==> config.mk <==
export PLATFORM = sky130hd
export DESIGN_NAME = swio_display_hold
export DESIGN_NICKNAME = d
export VERILOG_FILES = /design/src/hw/swio_pkg.sv /design/src/hw/swio_display_hold.sv
export SDC_FILE = /design/constraint.sdc
export NUM_CORES = 1
export LEC_CHECK = 0
export ABC_AREA = 1
export BUFFER_PORTS_ARGS = -buffer_cell sky130_fd_sc_hd__clkbuf_2
export CAP_MARGIN = 10
export CORE_MARGIN = 3
export CORE_UTILIZATION = 50
export DETAILED_ROUTE_END_ITERATION = 8
export GPL_ROUTABILITY_DRIVEN = 0
export HOLD_SLACK_MARGIN = 0.05
export PLACE_DENSITY_LB_ADDON = 0.1
export SKIP_LAST_GASP = 1
export SLEW_MARGIN = 20
export SYNTH_ARGS = -nofsm -noshare
export SYNTH_HDL_FRONTEND = slang
export SYNTH_SLANG_ARGS = --single-unit
export TNS_END_PERCENT = 100
==> constraint.sdc <==
create_clock -name clk -period 6 [get_ports clk]
set_clock_uncertainty 0.1 [all_clocks]
set_input_delay 1.8 -clock clk [delete_from_list [all_inputs] [get_ports clk]]
set_output_delay 1.8 -clock clk [all_outputs]
set_load 0.005 [all_outputs]
==> src/hw/swio_pkg.sv <==
// Purpose: shared constants and types for the switching i/o and display hold block
// Assumes: 25 MHz system clock, signed 32-bit measured values
// Notes: register map, field positions, reset values and timing counts live here
package swio_pkg;

  // clock and timing
  localparam int unsigned CLK_HZ = 25_000_000;
  localparam int unsigned MIN_PULSE_MS = 180;
  localparam int unsigned MIN_PULSE_CYC = (CLK_HZ / 1000) * MIN_PULSE_MS;
  localparam int unsigned MS_PER_MIN = 60_000;
  localparam int unsigned CYC_PER_MS = CLK_HZ / 1000;
  localparam int unsigned IDLE_MIN_LO = 30;
  localparam int unsigned IDLE_MIN_HI = 120;

  // capacities
  localparam int unsigned SERIES_MAX = 10000;
  localparam int unsigned SPC_MAX = 1000;

  // register offsets (word index on the plain port)
  localparam logic [3:0] REG_CTRL = 4'h0;
  localparam logic [3:0] REG_LIMIT_HI = 4'h1;
  localparam logic [3:0] REG_LIMIT_LO = 4'h2;
  localparam logic [3:0] REG_IDLE = 4'h3;
  localparam logic [3:0] REG_DTG_OUT = 4'h4;
  localparam logic [3:0] REG_CMD = 4'h5;
  localparam logic [3:0] REG_STATUS = 4'h6;
  localparam logic [3:0] REG_SHOWN = 4'h7;
  localparam logic [3:0] REG_SERIES = 4'h8;
  localparam logic [3:0] REG_SPC = 4'h9;

  // ctrl fields
  localparam int CTRL_THR_EN = 0;
  localparam int CTRL_DTG = 1;
  localparam int CTRL_HOLD_LSB = 2;  // 2 bits
  localparam int CTRL_VER2 = 4;
  localparam int CTRL_LOCAL_VIEW_LSB = 5;  // 2 bits
  localparam int CTRL_REC_SRC_LSB = 7;  // 2 bits
  localparam int CTRL_REC_EN = 9;
  localparam int CTRL_SPC_EN = 10;
  localparam logic [31:0] CTRL_RESET = 32'h0000_0000;
  localparam logic [31:0] LIMIT_RESET = 32'h0000_0000;
  localparam logic [6:0] IDLE_RESET = 7'h1E;

  // cmd fields (write-one pulses)
  localparam int CMD_PRINT = 0;
  localparam int CMD_FAULT_ACK = 1;
  localparam int CMD_BLANK_OFF = 2;
  localparam int CMD_REC_KEY = 3;
  localparam int CMD_SERIES_CLR = 4;
  localparam logic [6:0] ASCII_CTRL_B = 7'h02;

  typedef enum logic [1:0] {
    HOLD_CONCURRENT, HOLD_FROZEN_CONC, HOLD_FROZEN
  } hold_mode_t;

  typedef enum logic [2:0] {
    VIEW_LIVE, VIEW_MIN, VIEW_MAX, VIEW_RANGE,
    VIEW_AXIS1, VIEW_AXIS2, VIEW_SUM, VIEW_RANGE_VIEW
  } view_t;

  typedef enum logic [1:0] { REC_TIMER, REC_EXTERNAL, REC_KEY } rec_src_t;

  // register port request
  typedef struct packed {
    logic [3:0] addr;
    logic [31:0] wdata;
    logic wr;
    logic rd;
  } reg_req_t;

  // switching outputs toward the connector
  typedef struct packed {
    logic at_or_above_limit;
    logic at_or_below_limit;
    logic zero;
    logic fault;
  } sw_out_t;

  // switching inputs on the connector (five select pins)
  typedef struct packed {
    logic pin5;
    logic pin6_n;
    logic pin7;
    logic pin8;
    logic pin9;
    logic latch;
    logic rec_ext;
  } sw_in_t;

endpackage : swio_pkg

==> src/hw/swio_display_hold.sv <==
// Operation
// - blank display after 30..120 idle minutes
// - blanking disable lasts until next reset
// - global enable gates both threshold outputs
// - upper output while value at/above limit
// - lower output while value at/below limit
// - zero output when shown value is zero
// - every switching output lasts at least 180 ms
// - fault output held until acknowledged
// - distance-to-go replaces threshold output function
// - output event from pin, ctrl-b, print
// - concurrent hold keeps display tracking live
// - frozen/concurrent holds while input stays asserted
// - frozen hold refreshes only on output event
// - version one control needs pin6 low
// - one select pin picks min/max/range
// - zero or several selects give live view
// - series-start pulse gated by pin6 low
// - version two selects two-axis views
// - series storage capped at 10000 per axis
// - recording by key, external or timer
// - statistical control fifo holds 1000 values
//
// Purpose: switching inputs/outputs, display hold and view selection
// Assumes: inputs synchronous to clk; values signed 32 bit; rx_valid one-cycle
// Notes: series and spc storage are counted here, the sample memory is outside
`timescale 1ns/100ps
module swio_display_hold #(
  parameter int unsigned MIN_PULSE = swio_pkg::MIN_PULSE_CYC,
  parameter int unsigned MS_TICK = swio_pkg::CYC_PER_MS,
  parameter int unsigned MIN_TICK = swio_pkg::MS_PER_MIN
) (
  input wire logic clk,
  input wire logic rst_n,
  input wire swio_pkg::reg_req_t req,
  output logic [31:0] rdata,
  input wire swio_pkg::sw_in_t sw_in,
  output swio_pkg::sw_out_t sw_out,
  input wire logic signed [31:0] axis1_value,
  input wire logic signed [31:0] axis2_value,
  input wire logic signed [31:0] func_value,
  input wire logic signed [31:0] live_min,
  input wire logic signed [31:0] live_max,
  input wire logic sample_valid,
  input wire logic activity,
  input wire logic fault_detect,
  input wire logic [6:0] rx_char,
  input wire logic rx_valid,
  input wire logic rec_timer_tick,
  output logic signed [31:0] shown_value,
  output logic display_on,
  output logic output_event,
  output logic series_start,
  output logic record_strobe,
  output logic spc_push
);
  import swio_pkg::*;

  ////////////////////////////////////////////////////////////////////////
  // registers written by software
  logic [31:0] ctrl_q;  // mode and enable bits
  logic signed [31:0] lim_hi_q;  // upper limit
  logic signed [31:0] lim_lo_q;  // lower limit
  logic [6:0] idle_q;  // idle minutes
  logic [1:0] dtg_q;  // distance-to-go output levels from outside logic
  logic blank_off_q;  // blanking disabled this power cycle

  wire wr_ctrl = req.wr && req.addr == REG_CTRL;
  wire wr_hi = req.wr && req.addr == REG_LIMIT_HI;
  wire wr_lo = req.wr && req.addr == REG_LIMIT_LO;
  wire wr_idle = req.wr && req.addr == REG_IDLE;
  wire wr_dtg = req.wr && req.addr == REG_DTG_OUT;
  wire wr_cmd = req.wr && req.addr == REG_CMD;
  wire cmd_print = wr_cmd && req.wdata[CMD_PRINT];
  wire cmd_ack = wr_cmd && req.wdata[CMD_FAULT_ACK];
  wire cmd_blank_off = wr_cmd && req.wdata[CMD_BLANK_OFF];
  wire cmd_rec_key = wr_cmd && req.wdata[CMD_REC_KEY];
  wire cmd_series_clr = wr_cmd && req.wdata[CMD_SERIES_CLR];

  // clamp the whole word, cutting to 7 bits first would wrap large values
  function automatic logic [6:0] clamp_idle(input logic [31:0] m);
    if (m < 32'(IDLE_MIN_LO)) return 7'(IDLE_MIN_LO);
    if (m > 32'(IDLE_MIN_HI)) return 7'(IDLE_MIN_HI);
    return m[6:0];
  endfunction : clamp_idle

  // software register writes
  always_ff @(posedge clk) begin
    if (!rst_n) begin
      ctrl_q <= CTRL_RESET;
      lim_hi_q <= LIMIT_RESET;
      lim_lo_q <= LIMIT_RESET;
      idle_q <= IDLE_RESET;
      dtg_q <= 2'h0;
    end else begin
      if (wr_ctrl) ctrl_q <= req.wdata;
      if (wr_hi) lim_hi_q <= req.wdata;
      if (wr_lo) lim_lo_q <= req.wdata;
      if (wr_idle) idle_q <= clamp_idle(req.wdata);
      if (wr_dtg) dtg_q <= req.wdata[1:0];
    end
  end

  wire thr_en = ctrl_q[CTRL_THR_EN];
  wire dtg_mode = ctrl_q[CTRL_DTG];
  wire hold_mode_t hold = hold_mode_t'(ctrl_q[CTRL_HOLD_LSB +: 2]);
  wire ver2 = ctrl_q[CTRL_VER2];
  wire [1:0] local_view = ctrl_q[CTRL_LOCAL_VIEW_LSB +: 2];
  wire rec_src_t rec_src = rec_src_t'(ctrl_q[CTRL_REC_SRC_LSB +: 2]);
  wire rec_en = ctrl_q[CTRL_REC_EN];
  wire spc_en = ctrl_q[CTRL_SPC_EN];

  ////////////////////////////////////////////////////////////////////////
  // idle blanking
  logic [15:0] ms_cnt_q;  // cycles within a millisecond
  logic [15:0] min_ms_q;  // milliseconds within a minute
  logic [6:0] idle_min_q;  // idle minutes elapsed
  logic blank_q;  // display dark
  wire ms_tick = ms_cnt_q == 16'(MS_TICK - 1);
  wire min_tick = ms_tick && min_ms_q == 16'(MIN_TICK - 1);
  wire wake = activity || req.wr;

  // disable survives until reset, which stands for power-up
  always_ff @(posedge clk) begin
    if (!rst_n) blank_off_q <= 1'b0;
    else if (cmd_blank_off) blank_off_q <= 1'b1;
  end

  // minute counter cleared by any activity
  always_ff @(posedge clk) begin
    if (!rst_n || wake) begin
      ms_cnt_q <= 16'h0000;
      min_ms_q <= 16'h0000;
      idle_min_q <= 7'h00;
    end else begin
      ms_cnt_q <= ms_tick ? 16'h0000 : ms_cnt_q + 16'h0001;
      if (ms_tick) min_ms_q <= (min_tick) ? 16'h0000 : min_ms_q + 16'h0001;
      if (min_tick && idle_min_q != idle_q) idle_min_q <= idle_min_q + 7'h01;
    end
  end

  // blank once the idle span is reached
  always_ff @(posedge clk) begin
    if (!rst_n || wake || blank_off_q) blank_q <= 1'b0;
    else if (idle_min_q == idle_q) blank_q <= 1'b1;
  end
  assign display_on = !blank_q;

  ////////////////////////////////////////////////////////////////////////
  // output event sources and display hold
  logic latch_d1_q;  // previous latch input level
  wire latch_rise = sw_in.latch && !latch_d1_q;
  wire ctrl_b = rx_valid && rx_char == ASCII_CTRL_B;
  wire event_now = latch_rise || ctrl_b || cmd_print;
  logic event_q;  // registered event pulse
  logic frozen_q;  // display frozen
  logic signed [31:0] held_q;  // value captured at the event
  logic signed [31:0] view_value;  // value selected for display

  always_ff @(posedge clk) begin
    if (!rst_n) begin
      latch_d1_q <= 1'b0;
      event_q <= 1'b0;
    end else begin
      latch_d1_q <= sw_in.latch;
      event_q <= event_now;
    end
  end
  assign output_event = event_q;

  // freeze state follows the hold mode
  always_ff @(posedge clk) begin
    if (!rst_n) begin
      frozen_q <= 1'b0;
      held_q <= 32'sh0000_0000;
    end else begin
      case (hold)
        HOLD_CONCURRENT: frozen_q <= 1'b0;
        HOLD_FROZEN_CONC: begin
          if (event_now) frozen_q <= 1'b1;
          else if (!sw_in.latch) frozen_q <= 1'b0;
        end
        HOLD_FROZEN: begin
          if (event_now) frozen_q <= 1'b1;
        end
        default: frozen_q <= 1'b0;
      endcase
      if (event_now) held_q <= view_value;
    end
  end

  always_ff @(posedge clk) begin
    if (!rst_n) shown_value <= 32'sh0000_0000;
    else shown_value <= frozen_q ? held_q : view_value;
  end

  ////////////////////////////////////////////////////////////////////////
  // view selection from the external inputs
  wire ext_ok = !sw_in.pin6_n;
  wire [2:0] sel = {sw_in.pin7, sw_in.pin8, sw_in.pin9};
  view_t v1_view;
  view_t v2_view;
  view_t view;

  // one-hot select decode, anything else shows live
  always_comb begin
    case (sel)
      3'b100: v1_view = VIEW_MIN;
      3'b010: v1_view = VIEW_MAX;
      3'b001: v1_view = VIEW_RANGE;
      default: v1_view = VIEW_LIVE;
    endcase
  end

  // version two: first active pin by fixed priority
  always_comb begin
    if (!sw_in.pin6_n) v2_view = VIEW_AXIS1;
    else if (sw_in.pin7) v2_view = VIEW_AXIS2;
    else if (sw_in.pin8) v2_view = VIEW_SUM;
    else if (sw_in.pin9) v2_view = VIEW_RANGE_VIEW;
    else if (sw_in.pin5) v2_view = VIEW_LIVE;
    else v2_view = VIEW_AXIS1;
  end

  // local select ignored while external control is effective
  assign view = ver2 ? v2_view : (ext_ok ? v1_view : view_t'({1'b0, local_view}));

  always_comb begin
    case (view)
      VIEW_MIN: view_value = live_min;
      VIEW_MAX: view_value = live_max;
      VIEW_RANGE: view_value = live_max - live_min;
      VIEW_AXIS1: view_value = axis1_value;
      VIEW_AXIS2: view_value = axis2_value;
      VIEW_SUM: view_value = axis1_value + axis2_value;
      VIEW_RANGE_VIEW: view_value = axis1_value - axis2_value;
      default: view_value = (ver2 && sw_in.pin5) ? func_value : axis1_value;
    endcase
  end

  // series start on a pin5 rising edge, version one only
  logic pin5_d1_q;  // previous pin5 level
  always_ff @(posedge clk) begin
    if (!rst_n) begin
      pin5_d1_q <= 1'b0;
      series_start <= 1'b0;
    end else begin
      pin5_d1_q <= sw_in.pin5;
      series_start <= !ver2 && ext_ok && sw_in.pin5 && !pin5_d1_q;
    end
  end

  ////////////////////////////////////////////////////////////////////////
  // threshold, zero and fault outputs
  logic [2:0] lvl_q;  // conditions sampled per measurement
  logic fault_q;  // fault latched until acknowledged
  logic cfg_wr_q;  // ctrl or dtg write seen last cycle
  wire [3:0] raw = {lvl_q, fault_q};  // above, below, zero, fault
  wire hi_cond = thr_en && (dtg_mode ? dtg_q[1] : axis1_value >= lim_hi_q);
  wire lo_cond = thr_en && (dtg_mode ? dtg_q[0] : axis1_value <= lim_lo_q);
  wire zero_cond = shown_value == 32'sh0000_0000;

  // refresh after a ctrl or dtg write too, once the new setting has landed
  always_ff @(posedge clk) begin
    if (!rst_n) begin
      lvl_q <= 3'h0;
      cfg_wr_q <= 1'b0;
    end else begin
      cfg_wr_q <= wr_ctrl || wr_dtg;
      if (sample_valid || cfg_wr_q) lvl_q <= {hi_cond, lo_cond, zero_cond};
    end
  end

  // fault latches, set beats a same-cycle acknowledge
  always_ff @(posedge clk) begin
    if (!rst_n) fault_q <= 1'b0;
    else if (fault_detect) fault_q <= 1'b1;
    else if (cmd_ack) fault_q <= 1'b0;
  end

  // minimum pulse stretch per output
  logic [22:0] pulse_cnt_q [4];  // remaining minimum hold
  logic [3:0] prev_q;  // previous raw levels
  logic [3:0] out_q;  // stretched outputs
  for (genvar i = 0; i < 4; i++) begin : g_stretch
    always_ff @(posedge clk) begin
      if (!rst_n) begin
        pulse_cnt_q[i] <= 23'h0;
        prev_q[i] <= 1'b0;
        out_q[i] <= 1'b0;
      end else begin
        prev_q[i] <= raw[i];
        if (raw[i] && !prev_q[i]) pulse_cnt_q[i] <= 23'(MIN_PULSE - 1);
        else if (pulse_cnt_q[i] != 23'h0) pulse_cnt_q[i] <= pulse_cnt_q[i] - 23'h1;
        out_q[i] <= raw[i] || (pulse_cnt_q[i] != 23'h0);
      end
    end
  end
  assign sw_out = sw_out_t'(out_q);

  ////////////////////////////////////////////////////////////////////////
  // series recording and statistical control fill
  logic [13:0] series_cnt_q;  // values recorded per axis
  logic [9:0] spc_cnt_q;  // values held in the fifo
  logic rec_trig;  // selected record trigger
  logic rec_d1_q;  // previous external record level

  always_comb begin
    case (rec_src)
      REC_TIMER: rec_trig = rec_timer_tick;
      REC_EXTERNAL: rec_trig = sw_in.rec_ext && !rec_d1_q;
      REC_KEY: rec_trig = cmd_rec_key;
      default: rec_trig = 1'b0;
    endcase
  end

  wire rec_go = rec_en && rec_trig && series_cnt_q != 14'(SERIES_MAX);

  always_ff @(posedge clk) begin
    if (!rst_n) begin
      rec_d1_q <= 1'b0;
      series_cnt_q <= 14'h0;
      spc_cnt_q <= 10'h0;
      record_strobe <= 1'b0;
      spc_push <= 1'b0;
    end else begin
      rec_d1_q <= sw_in.rec_ext;
      record_strobe <= rec_go;
      spc_push <= spc_en && sample_valid;
      if (cmd_series_clr || series_start) series_cnt_q <= 14'h0;
      else if (rec_go) series_cnt_q <= series_cnt_q + 14'h1;
      if (spc_en && sample_valid && spc_cnt_q != 10'(SPC_MAX))
        spc_cnt_q <= spc_cnt_q + 10'h1;
    end
  end

  ////////////////////////////////////////////////////////////////////////
  // read port, data one cycle after the strobe
  logic [31:0] rd_mux;
  always_comb begin
    case (req.addr)
      REG_CTRL: rd_mux = ctrl_q;
      REG_LIMIT_HI: rd_mux = lim_hi_q;
      REG_LIMIT_LO: rd_mux = lim_lo_q;
      REG_IDLE: rd_mux = {25'h0, idle_q};
      REG_DTG_OUT: rd_mux = {30'h0, dtg_q};
      REG_STATUS: rd_mux = {25'h0, frozen_q, blank_off_q, blank_q, out_q};
      REG_SHOWN: rd_mux = shown_value;
      REG_SERIES: rd_mux = {18'h0, series_cnt_q};
      REG_SPC: rd_mux = {22'h0, spc_cnt_q};
      default: rd_mux = 32'h0000_0000;
    endcase
  end

  always_ff @(posedge clk) begin
    if (!rst_n) rdata <= 32'h0000_0000;
    else rdata <= req.rd ? rd_mux : 32'h0000_0000;
  end

endmodule : swio_display_hold

Word-level counts from Yosys, hierarchy flattened
Memory sizes are Yosys's and may differ from the RTL's.
Cells that the tools add are included.
- register bits after elaboration: 287
- bits in writable memories: 92
- input bits: 219
- output and inout port bits: 73
- word-level logic and storage cells: 227
- memories kept: 1
- memory list (memory ; depth ; width ; rd ports ; clocked after memory_dff ; wr ports ; RTL line ; source):
    pulse_cnt_q ; 4 ; 23 ; 4 ; 0 ; 4 ; swio_display_hold.sv:282 ; logic [22:0] pulse_cnt_q [4];
- add/sub/neg operators: 12
- magnitude comparators: 4
- equality and inequality tests: 32
- multiplexer cells: 70
- bitwise gates (word level): 9
- reductions and logical operators: 65
- operators by type and width (cell ; number):
    one-hot mux 32 bit (9 select lines) ; 1
    one-hot mux 32 bit (7 select lines) ; 1
    2-to-1 mux 23 bit ; 8
    nonzero test 23 bit ; 4
    subtractor 23 x 1 -> 23 bit (second input constant) ; 4
    2-to-1 mux 32 bit ; 2
    subtractor 32 bit ; 2
    2-to-1 mux 1 bit ; 43
    adder 16 x 1 -> 16 bit (second input constant) ; 2
    adder 32 bit ; 1
    >= comparator 32 bit ; 1
    > comparator 32 x 7 -> 1 bit (second input constant) ; 1
    less-or-equal comparator 32 bit ; 1
    logical NOT 32 bit ; 1
    less-than comparator 32 x 5 -> 1 bit (second input constant) ; 1
    logical AND 1 bit ; 30
    2-to-1 mux 7 bit ; 4
    2-to-1 mux 3 bit ; 7
    == test 16 x 15 -> 1 bit (second input constant) ; 1
    == test 16 bit (second input constant) ; 1
    == test 4 x 3 -> 1 bit (second input constant) ; 4
    2-to-1 mux 16 bit ; 1
    == test 3 bit (second input constant) ; 5
    adder 14 x 1 -> 14 bit (second input constant) ; 1
    28 further kinds ; 65

Logic depth before layout (Yosys ltp)
Gate-level depths: netlist of run 1.
- depth after elaboration: 9
- gate-level depth with buffers: 26
- depth with buffers taken out: 26

Worst setup path before layout of run 1
Ideal clock, no wire load.
- path type: input port to flip-flop
- from: in axis2_value[1]
- to: reg shown_value[30]
- setup time: 129 ps
- data arrival time: 4413 ps
- required time: 5771 ps
- path slack: 1358 ps
- stages on the path: 21
- path buffers: 0
- path through: inv_1 -> ha_1 -> nand2_1 -> nor3_4 -> nand3_1 -> nor2_1 -> nand3_1 -> nor3_4 -> a31oi_1 -> xnor2_1 -> ha_1 -> nand2_1 -> nor2_1 -> nor3b_1 -> nand3_1 -> nand2_1 -> nand2_1 -> nand3_1 -> nand3_1 -> nand2_1 -> a21oi_1
- cells in the longest elaborated chain, start to end: 3
- elaborated cells on any way between the ends: 4
- those cells by class: 2 x add/sub; 2 x mux
- ends and longest elaborated chain (what ; RTL line ; source):
    start: declaration ; swio_display_hold.sv:40 ; input wire logic signed [31:0] axis2_value,
    subtractor 32 bit or adder 32 bit (tied branches) ; swio_display_hold.sv:236, swio_display_hold.sv:235 ;
    one-hot mux 32 bit (7 select lines) (*) ; swio_display_hold.sv:229 ; case (view)
    2-to-1 mux 32 bit (*) ; swio_display_hold.sv:194 ; else shown_value <= frozen_q ? held_q : view_value;
    end signal: assignment ; swio_display_hold.sv:194 ;
    end: declaration ; swio_display_hold.sv:50 ; output logic signed [31:0] shown_value,
Every way passes the cells marked *; elsewhere a longest branch is shown, timed or not.
A chain may end at the register's enable or synchronous reset.

Worst setup path after layout of run 1
- from: in axis2_value[1]
- to: reg shown_value[20]
The elaborated chain is that of the path after synthesis.

==> results of run 1 <==
## cell families (layout without fill, tap and decap cells)
family                   count (synthesis)  after routing
AO/OA/AOI/OAI                          745            745
flip-flops                             379            379
AND/OR/NAND/NOR                       1802           1802
XOR/XNOR                               103            103
multiplexers                            26             26
adder cells (fa/ha/maj)                142            142
buffers and inverters                  682            961
other                                    0              3
## registers in the layout, summed over array words and instances (netlist names), 14 cells and up
| register | count |
|---|---|
| ctrl_q | 32 |
| held_q | 32 |
| shown_value | 32 |
| lim_lo_q | 32 |
| ms_cnt_q | 16 |
| min_ms_q | 16 |
| rdata | 32 |
| series_cnt_q | 14 |
| pulse_cnt_q | 92 |
| lim_hi_q | 32 |
## worst max-delay path, cell delays in order
cell and delay (ns):
clkbuf_2 0.08, inv_1 0.10, ha_1 0.18, nand2_1 0.11, nor3_4 0.24, nand3_1 0.15, nor2_1 0.15, nand3_1 0.16
nor3_4 0.23, or2_2 0.16, xor2_1 0.06, ha_1 0.36, nand2_1 0.14, nor2_1 0.17, inv_1 0.09, nor2_1 0.21
nand4_1 0.18, nand3_1 0.13, nand2_1 0.05, nand3_1 0.07, nand2_1 0.05, o21ai_1 0.29, a21oi_1 0.12
## final timing paths
kind	depth (start not counted)	slack (ns)	from	endpoint
worst min-delay path	1	0.34	ms_cnt_q[0]$_SDFF_PP0_	ms_cnt_q[0]$_SDFF_PP0_
worst max register to register	18	1.73	ctrl_q[4]$_SDFFE_PN0P_	shown_value[20]$_SDFF_PN0_
worst max-delay path	23	1.06	axis2_value[1]	shown_value[20]$_SDFF_PN0_
worst min register to register	1	0.34	ms_cnt_q[0]$_SDFF_PP0_	ms_cnt_q[0]$_SDFF_PP0_
## report_power, final
group	internal, uW	switching [uW]
clock	1570	1140
combinational	675	1230
sequential	2900	219
## layer usage
| layer | global-route usage [%] | routed length, um | vias to the layer above | share of wire [%] |
|---|---|---|---|---|
| met4 | 17.49 | 5469 | 0 | 5.9 |
| met5 | 0 | 0 | - | 0 |
| met2 | 50.52 | 39970 | 1242 | 43 |
| met1 | 44.53 | 39430 | 12374 | 42 |
| li1 | - | - | 13346 | - |
| met3 | 6.171 | 8609 | 262 | 9.2 |
## metrics by stage
step	std cells	cell area [um2]
floorplan	3879	26100
global placement	4758	28030
detailed placement	4758	28030
CTS	4838	29480
global route	4838	29490
finish	4841	29490
## cells in the mapped netlist (5+ instances only)
library cell / instances
buf_6: 5
xnor2_1: 37
nand2_2: 6
nand2_1: 837
or2_2: 11
clkbuf_1: 68
o22ai_1: 43
o31ai_1: 5
and2_1: 5
mux2_2: 26
xor2_1: 66
nand3_2: 6
nor3_2: 7
nor2_2: 8
nand4_1: 97
nor4_1: 30
a21oi_1: 297
edfxtp_1: 92
nor3_1: 75
buf_4: 13
o21ai_1: 17
o21bai_1: 17
a31oi_1: 21
o21ai_0: 280
a221oi_1: 29
o21a_1: 7
nand3b_1: 16
nand3_1: 214
inv_2: 15
inv_1: 555
nor2_1: 460
ha_1: 140
buf_1: 6
buf_2: 17
o211ai_1: 8
dfxtp_1: 287
nor3b_1: 13
## area by class of cell
cell class | instances | area (um2) | area share, %
tap | 680 | 850.8 | 2.885
antenna | 3 | 7.507 | 0.02545
clock inverter | 22 | 191.4 | 0.6491
multi-input combinational | 2818 | 14940 | 50.64
sequential | 379 | 8508 | 28.85
clock buffer | 58 | 1255 | 4.255
timing repair buffer | 309 | 1594 | 5.405
inverter | 572 | 2150 | 7.288
==> key figures, run 1 <==
STA
  • Final Hold Viols: 0
  • Setup tns final: 0 ns
  • Max Fclk: 0.2023 GHz
  • Final WS setup: 1.056 ns
  • Hold_ws: roughly 0.34 ns
  • RSZ-0062 raised after global routing: false
  • Final worst path period share: approximately 82%
  • Relative slew slack: 24.50%
  • Fin. max-slew vios: 0
  • Final setup violation count: 0
  • Tmin final: 4.944 ns
  • Slew @ Worst Pin: about 1.1 ns

Floorplan
  • Die ar.: around 55000 um2
  • Die Span Y: 234.5 um
  • Starting Density: between 50 and 60%
  • Die X: 234.5 um
  • Row count: 83
  • Core Area: slightly above 50000 um2
  • IO Pins: just under 300

Final layout
  • Most frequent cells in the layout: nand2_1 (833), inv_1 (555), nor2_1 (458), a21oi_1 (297), clkbuf_2 (290)
  • Layout cells sized above 1: approximately 12%
  • Final #Nets: approximately 4500
  • Area Overhead vs Synth: 13.00%
  • # fillers: about 5200
  • Commonest non-fill, non-tap cell in the layout: nand2_1
  • Layout Utilization: a little under three fifths

Clocking
  • Clk pin slew, worst setup/hold paths: approximately 0.060 ns
  • Postcts setup bufs: 0
  • CTS Buf Count: between 40 and 50
  • CTS tree: done
  • Cts hold-fix bufs: 0
  • Clk sink count: 379
  • Resized Gates After CTS: 0
  • Root buffer cell: clkbuf_16
  • # H-tree levels: 2
  • Clk_lat worst skew: between 0.5 and 0.6 ns
  • Clock Path Buffers: 3

Logic synthesis
  • Sequential cell area fraction in the yosys report: about a third
  • Post-synthesis simple-gate area fraction: 30.05%
  • EDFF count, synth: just over 90
  • Netlist Area Pre-Place: 26100 um2
  • Synth Flop Type: dfxtp_1
  • Syn_nets: around 4200
  • Count of warnings emitted by yosys: 0
  • Cell taking the most area after synthesis: dfxtp_1
  • Post-Synth XOR/XNOR Area: ~3.5%
  • Netlist cell types: between 60 and 70
  • Mux contribution to synthesized area: between 1 and 1.5%
  • Compound-gate portion of the synthesized area: between 15 and 20%
  • Main combinational cell family by area after synthesis: simple AND/OR/NAND/NOR gates
  • Area fraction of the dominant cell type after synthesis: 22.01%
  • Flops & latches, synth: 379
  • Top post-synthesis cells by area: dfxtp_1 (22%), nand2_1 (12%), edfxtp_1 (11%)
  • Asr flop ratio synth: 0%
  • Synth Area in Adders: ~7%
  • Synthesized instance count: just under 4000
  • Synthesized area per cell: 6.729 um2

Drt
  • Initial DRC Count: 2721
  • Via count of the routed design: between 20000 and 30000
  • Drt wl/cell: 19.31 um
  • Vias per std cell: ~5.6
  • Detailed-route DRC error count: 0
  • Routed Antenna Nets: 0
  • Iteration count of the initial detailed-routing pass: 6
  • Wirelength, routed: approximately 93 mm

Power and ir drop
  • Leakage: 0.01359 uW
  • Maximum VDD drop: roughly 200 uV
  • Pwr Density: ~260 nW/um2
  • Final Power: just under 8000 uW

Worst setup path
  • Crit path DAT: between 5 and 6 ns
  • Worst path required time: between 6 and 7 ns
  • Critical path startpoint category: input pin
  • Crit Path Category: input pin to flip-flop
  • CP Max Fanout: 5
  • CP endpoint kind: flip-flop

Global routing
  • Gr usage total: 33.10%
  • Vias in the first global route: about 25000
  • Pin count of the biggest net entering global routing: 76
  • Initial antenna violation count: 1
  • Remaining global-route overflow: 0
  • First-pass GRT wire length: roughly 140 mm

Flow run
  • Max-cap violation count: 0

Run status
  • Status: complete, no violations

Placed design
  • IO Port Bufs: between 200 and 300
  • Worst slack, placed: roughly 0.63 ns
  • Detailed placement HPWL: roughly 74 mm

Min path
  • Min-delay worst type: flip-flop to flip-flop
No activity file was read; power rests on OpenSTA's default activity.
==> inputs of run 2 (changes only) <==
==> constraint.sdc (replaced) <==
create_clock -name clk -period 5 [get_ports clk]
set_clock_uncertainty 0.1 [all_clocks]
set_input_delay 1.5 -clock clk [delete_from_list [all_inputs] [get_ports clk]]
set_output_delay 1.5 -clock clk [all_outputs]
set_load 0.005 [all_outputs]
==> run 2 against run 1 <==
Final area increased by 0.84%. Combinational power increased by 21%. Critical path depth unchanged. Die area unchanged. Non-clock buffer count increased by 28. Sequential share of layout area decreased by 0.24 points. First-iteration DRC count decreased by 2.8%. Sequential power increased by 20%.
==> key figures, run 2 (synthesis results as in run 1) <==
Drt
  • Vias per std cell: 5.604
  • Via count of the routed design: 27291
  • Wl on met1: ~40 mm
  • Drt wl/cell: 19.12 um
  • Iteration count of the initial detailed-routing pass: 9
  • Initial DRC Count: about 2600
  • Highest Signal Layer: met5
  • Wirelength, routed: slightly above 90 mm
  • Met3 wire length: a little under 9 mm
  • Routed Antenna Nets: 0
  • Detailed-route DRC error count: 0
  • WL met2: ~40 mm

Floorplan
  • Starting Density: between 50% and 60%
  • Core Area: roughly 52000 um2
  • Die ar.: 54980 um2
  • IO Pins: roughly 290
  • Die Span Y: around 230 um
  • Row count: between 80 and 90
  • Die X: between 200 and 250 um

Final layout
  • Final #Nets: ~4500
  • Max reg flops: 92
  • Commonest non-fill, non-tap cell in the layout: nand2_1
  • Layout cells sized above 1: about 12%
  • Most frequent cells in the layout: nand2_1 (834), inv_1 (555), nor2_1 (458), a21oi_1 (297), clkbuf_2 (290)
  • Largest Register: pulse_cnt_q
  • Area Overhead vs Synth: 13.94%
  • Final Cell Area: just under 30000 um2

Worst setup path
  • Buf/Inv on CP: 3
  • Delay-heaviest family, CP: simple AND/OR/NAND/NOR gates
  • CP Max Fanout: 5
  • Flop-to-flop setup slack: ~1.0 ns
  • Reg-to-Reg Start: ctrl_q[4]$_SDFFE_PN0P_
  • Worst Reg-to-Reg Cells: 20
  • Crit path DAT: a little under 5 ns
  • Max stage delay on crit path: 0.37 ns
  • Worst path required time: around 5.4 ns
  • Top cell by count, worst path: nor2_1
  • Setup crit start: axis2_value[0]
  • Critical R2R Capture: shown_value[28]$_SDFF_PN0_
  • Critical path startpoint category: input pin
  • Slowest CP cell: ha_1
  • CP endpoint kind: flip-flop
  • Crit-path cells: clkbuf_2 -> inv_1 -> ha_1 -> nand2_1 -> nor3_4 -> nand3_1 -> nor2_1 -> nand3_1 -> nor3_4 -> or2_2 -> xor2_1 -> ha_1 -> nand2_1 -> nor2_1 -> inv_1 -> nor2_1 -> nand4_1 -> nand3_1 -> nand2_1 -> nand3_1 -> nand4_1 -> nor2_1 -> nor2_1
  • CP Capture Point: shown_value[19]$_SDFF_PN0_
  • Crit Path Category: input pin to flip-flop
  • Crit path depth: 23

Clocking
  • # H-tree levels: 2
  • Root buffer cell: clkbuf_16
  • Postcts setup bufs: 0
  • Clock Path Buffers: 3
  • CTS Buf Count: 44
  • Clk pin slew, worst setup/hold paths: around 0.060 ns
  • Cts hold-fix bufs: 0
  • CTS tree: done
  • Clk sink count: roughly 380
  • Clk_lat worst skew: 0.58 ns
  • Resized Gates After CTS: 0

STA
  • Fin. max-slew vios: 0
  • Tmin final: around 4.6 ns
  • Final Hold Viols: 0
  • Max Fclk: roughly 0.22 GHz
  • RSZ-0062 raised after global routing: false
  • Slew @ Worst Pin: between 1 and 1.5 ns
  • Final setup violation count: 0
  • Final worst path period share: between 90% and 100%
  • Relative slew slack: between 30 and 40%
  • Setup tns final: 0 ns

Power and ir drop
  • Maximum VDD drop: ~230 uV
  • Pwr Density: roughly 310 nW/um2
  • Register share of total power: slightly above 40%
  • Int Pwr: 6190 uW
  • Net Sw Frac: approximately a third
  • Comb pwr share: 24.8%
  • Leakage: ~0.014 uW
  • Clock Power Share: 34.9%
  • Psw: slightly above 3000 uW

Placed design
  • Detailed placement HPWL: approximately 73 mm
  • Dpl cell area: roughly 28000 um2
  • IO Port Bufs: 291

Global routing
  • Remaining global-route overflow: 0
  • Initial antenna violation count: 3
  • Gr usage total: 32.89%
  • First-pass GRT wire length: 140.2 mm
  • Vias in the first global route: between 20000 and 25000
  • Pin count of the biggest net entering global routing: approximately 170

Flow run
  • Max-cap violation count: 0

Run status
  • Status: complete, no violations

Min path
  • Min-delay worst type: flip-flop to flip-flop
[run 2: cell types whose count changed in the layout (fill, tap and decap cells not counted), sizes merged]
cell      change
buf          +28
clkbuf        +4
bufinv        -2
clkinv        +1
clkinvlp      -1
inv           -1
[run 2: layer usage]
| layer | GRT usage (%) | up-vias |
|---|---|---|
| met3 | 6.099 | 259 |
| met2 | 49.63 | 1225 |
| met4 | 16.29 | 4 |
| met1 | 45.17 | 12407 |
| met5 | 0 | - |
| li1 | - | 13396 |
[run 2: worst min path at each step]
stage / startpoint / to / slack [ns] / depth (start not counted)
finish: pin5_d1_q$_SDFF_PN0_ / series_start$_SDFF_PN0_ / 0.31 / 1
global route: pin5_d1_q$_SDFF_PN0_ / series_start$_SDFF_PN0_ / 0.34 / 1
floorplan: pin5_d1_q$_SDFF_PN0_ / series_start$_SDFF_PN0_ / 0.27 / 1
global placement: pin5_d1_q$_SDFF_PN0_ / series_start$_SDFF_PN0_ / 0.29 / 1
CTS: pin5_d1_q$_SDFF_PN0_ / series_start$_SDFF_PN0_ / 0.31 / 1
detailed placement: pin5_d1_q$_SDFF_PN0_ / series_start$_SDFF_PN0_ / 0.30 / 1
[run 2: stage by stage]
stage / setup WS, ns / total power [uW] / std cells / hold slack (ns) / util (%)
after floorplan: 0.6584 / 5301 / 3879 / 0.2742 / -
after global placement: 0.05524 / 6023 / 4786 / 0.2909 / 54.87
after detailed placement: 0.03488 / 6040 / 4786 / 0.2980 / 54.87
after CTS: 0.6115 / 9272 / 4867 / 0.3065 / 57.71
after global routing: 0.1778 / 9772 / 4867 / 0.3355 / 57.72
final: 0.4412 / 9279 / 4870 / 0.3075 / 57.74
[run 2: layout make-up]
cell class,count,area (um2)
fillers,5148,21770
multi-input cells,2818,14930
flip-flops and latches,379,8508
inverters,572,2150
repair buffers,337,1829
clock buffers,62,1344
well taps,680,850.8
clock inverters,19,122.6
diodes,3,7.507
[run 2: power by group through the flow]
stage                     Clock (uW)  Combinational (uW)  Sequential (uW)
after global placement             0                2230             3790
after CTS                       3280                2260             3730
after floorplan                    0                1600             3700
after detailed placement           0                2250             3790
final                           3240                2300             3740
after global routing            3410                2590             3770
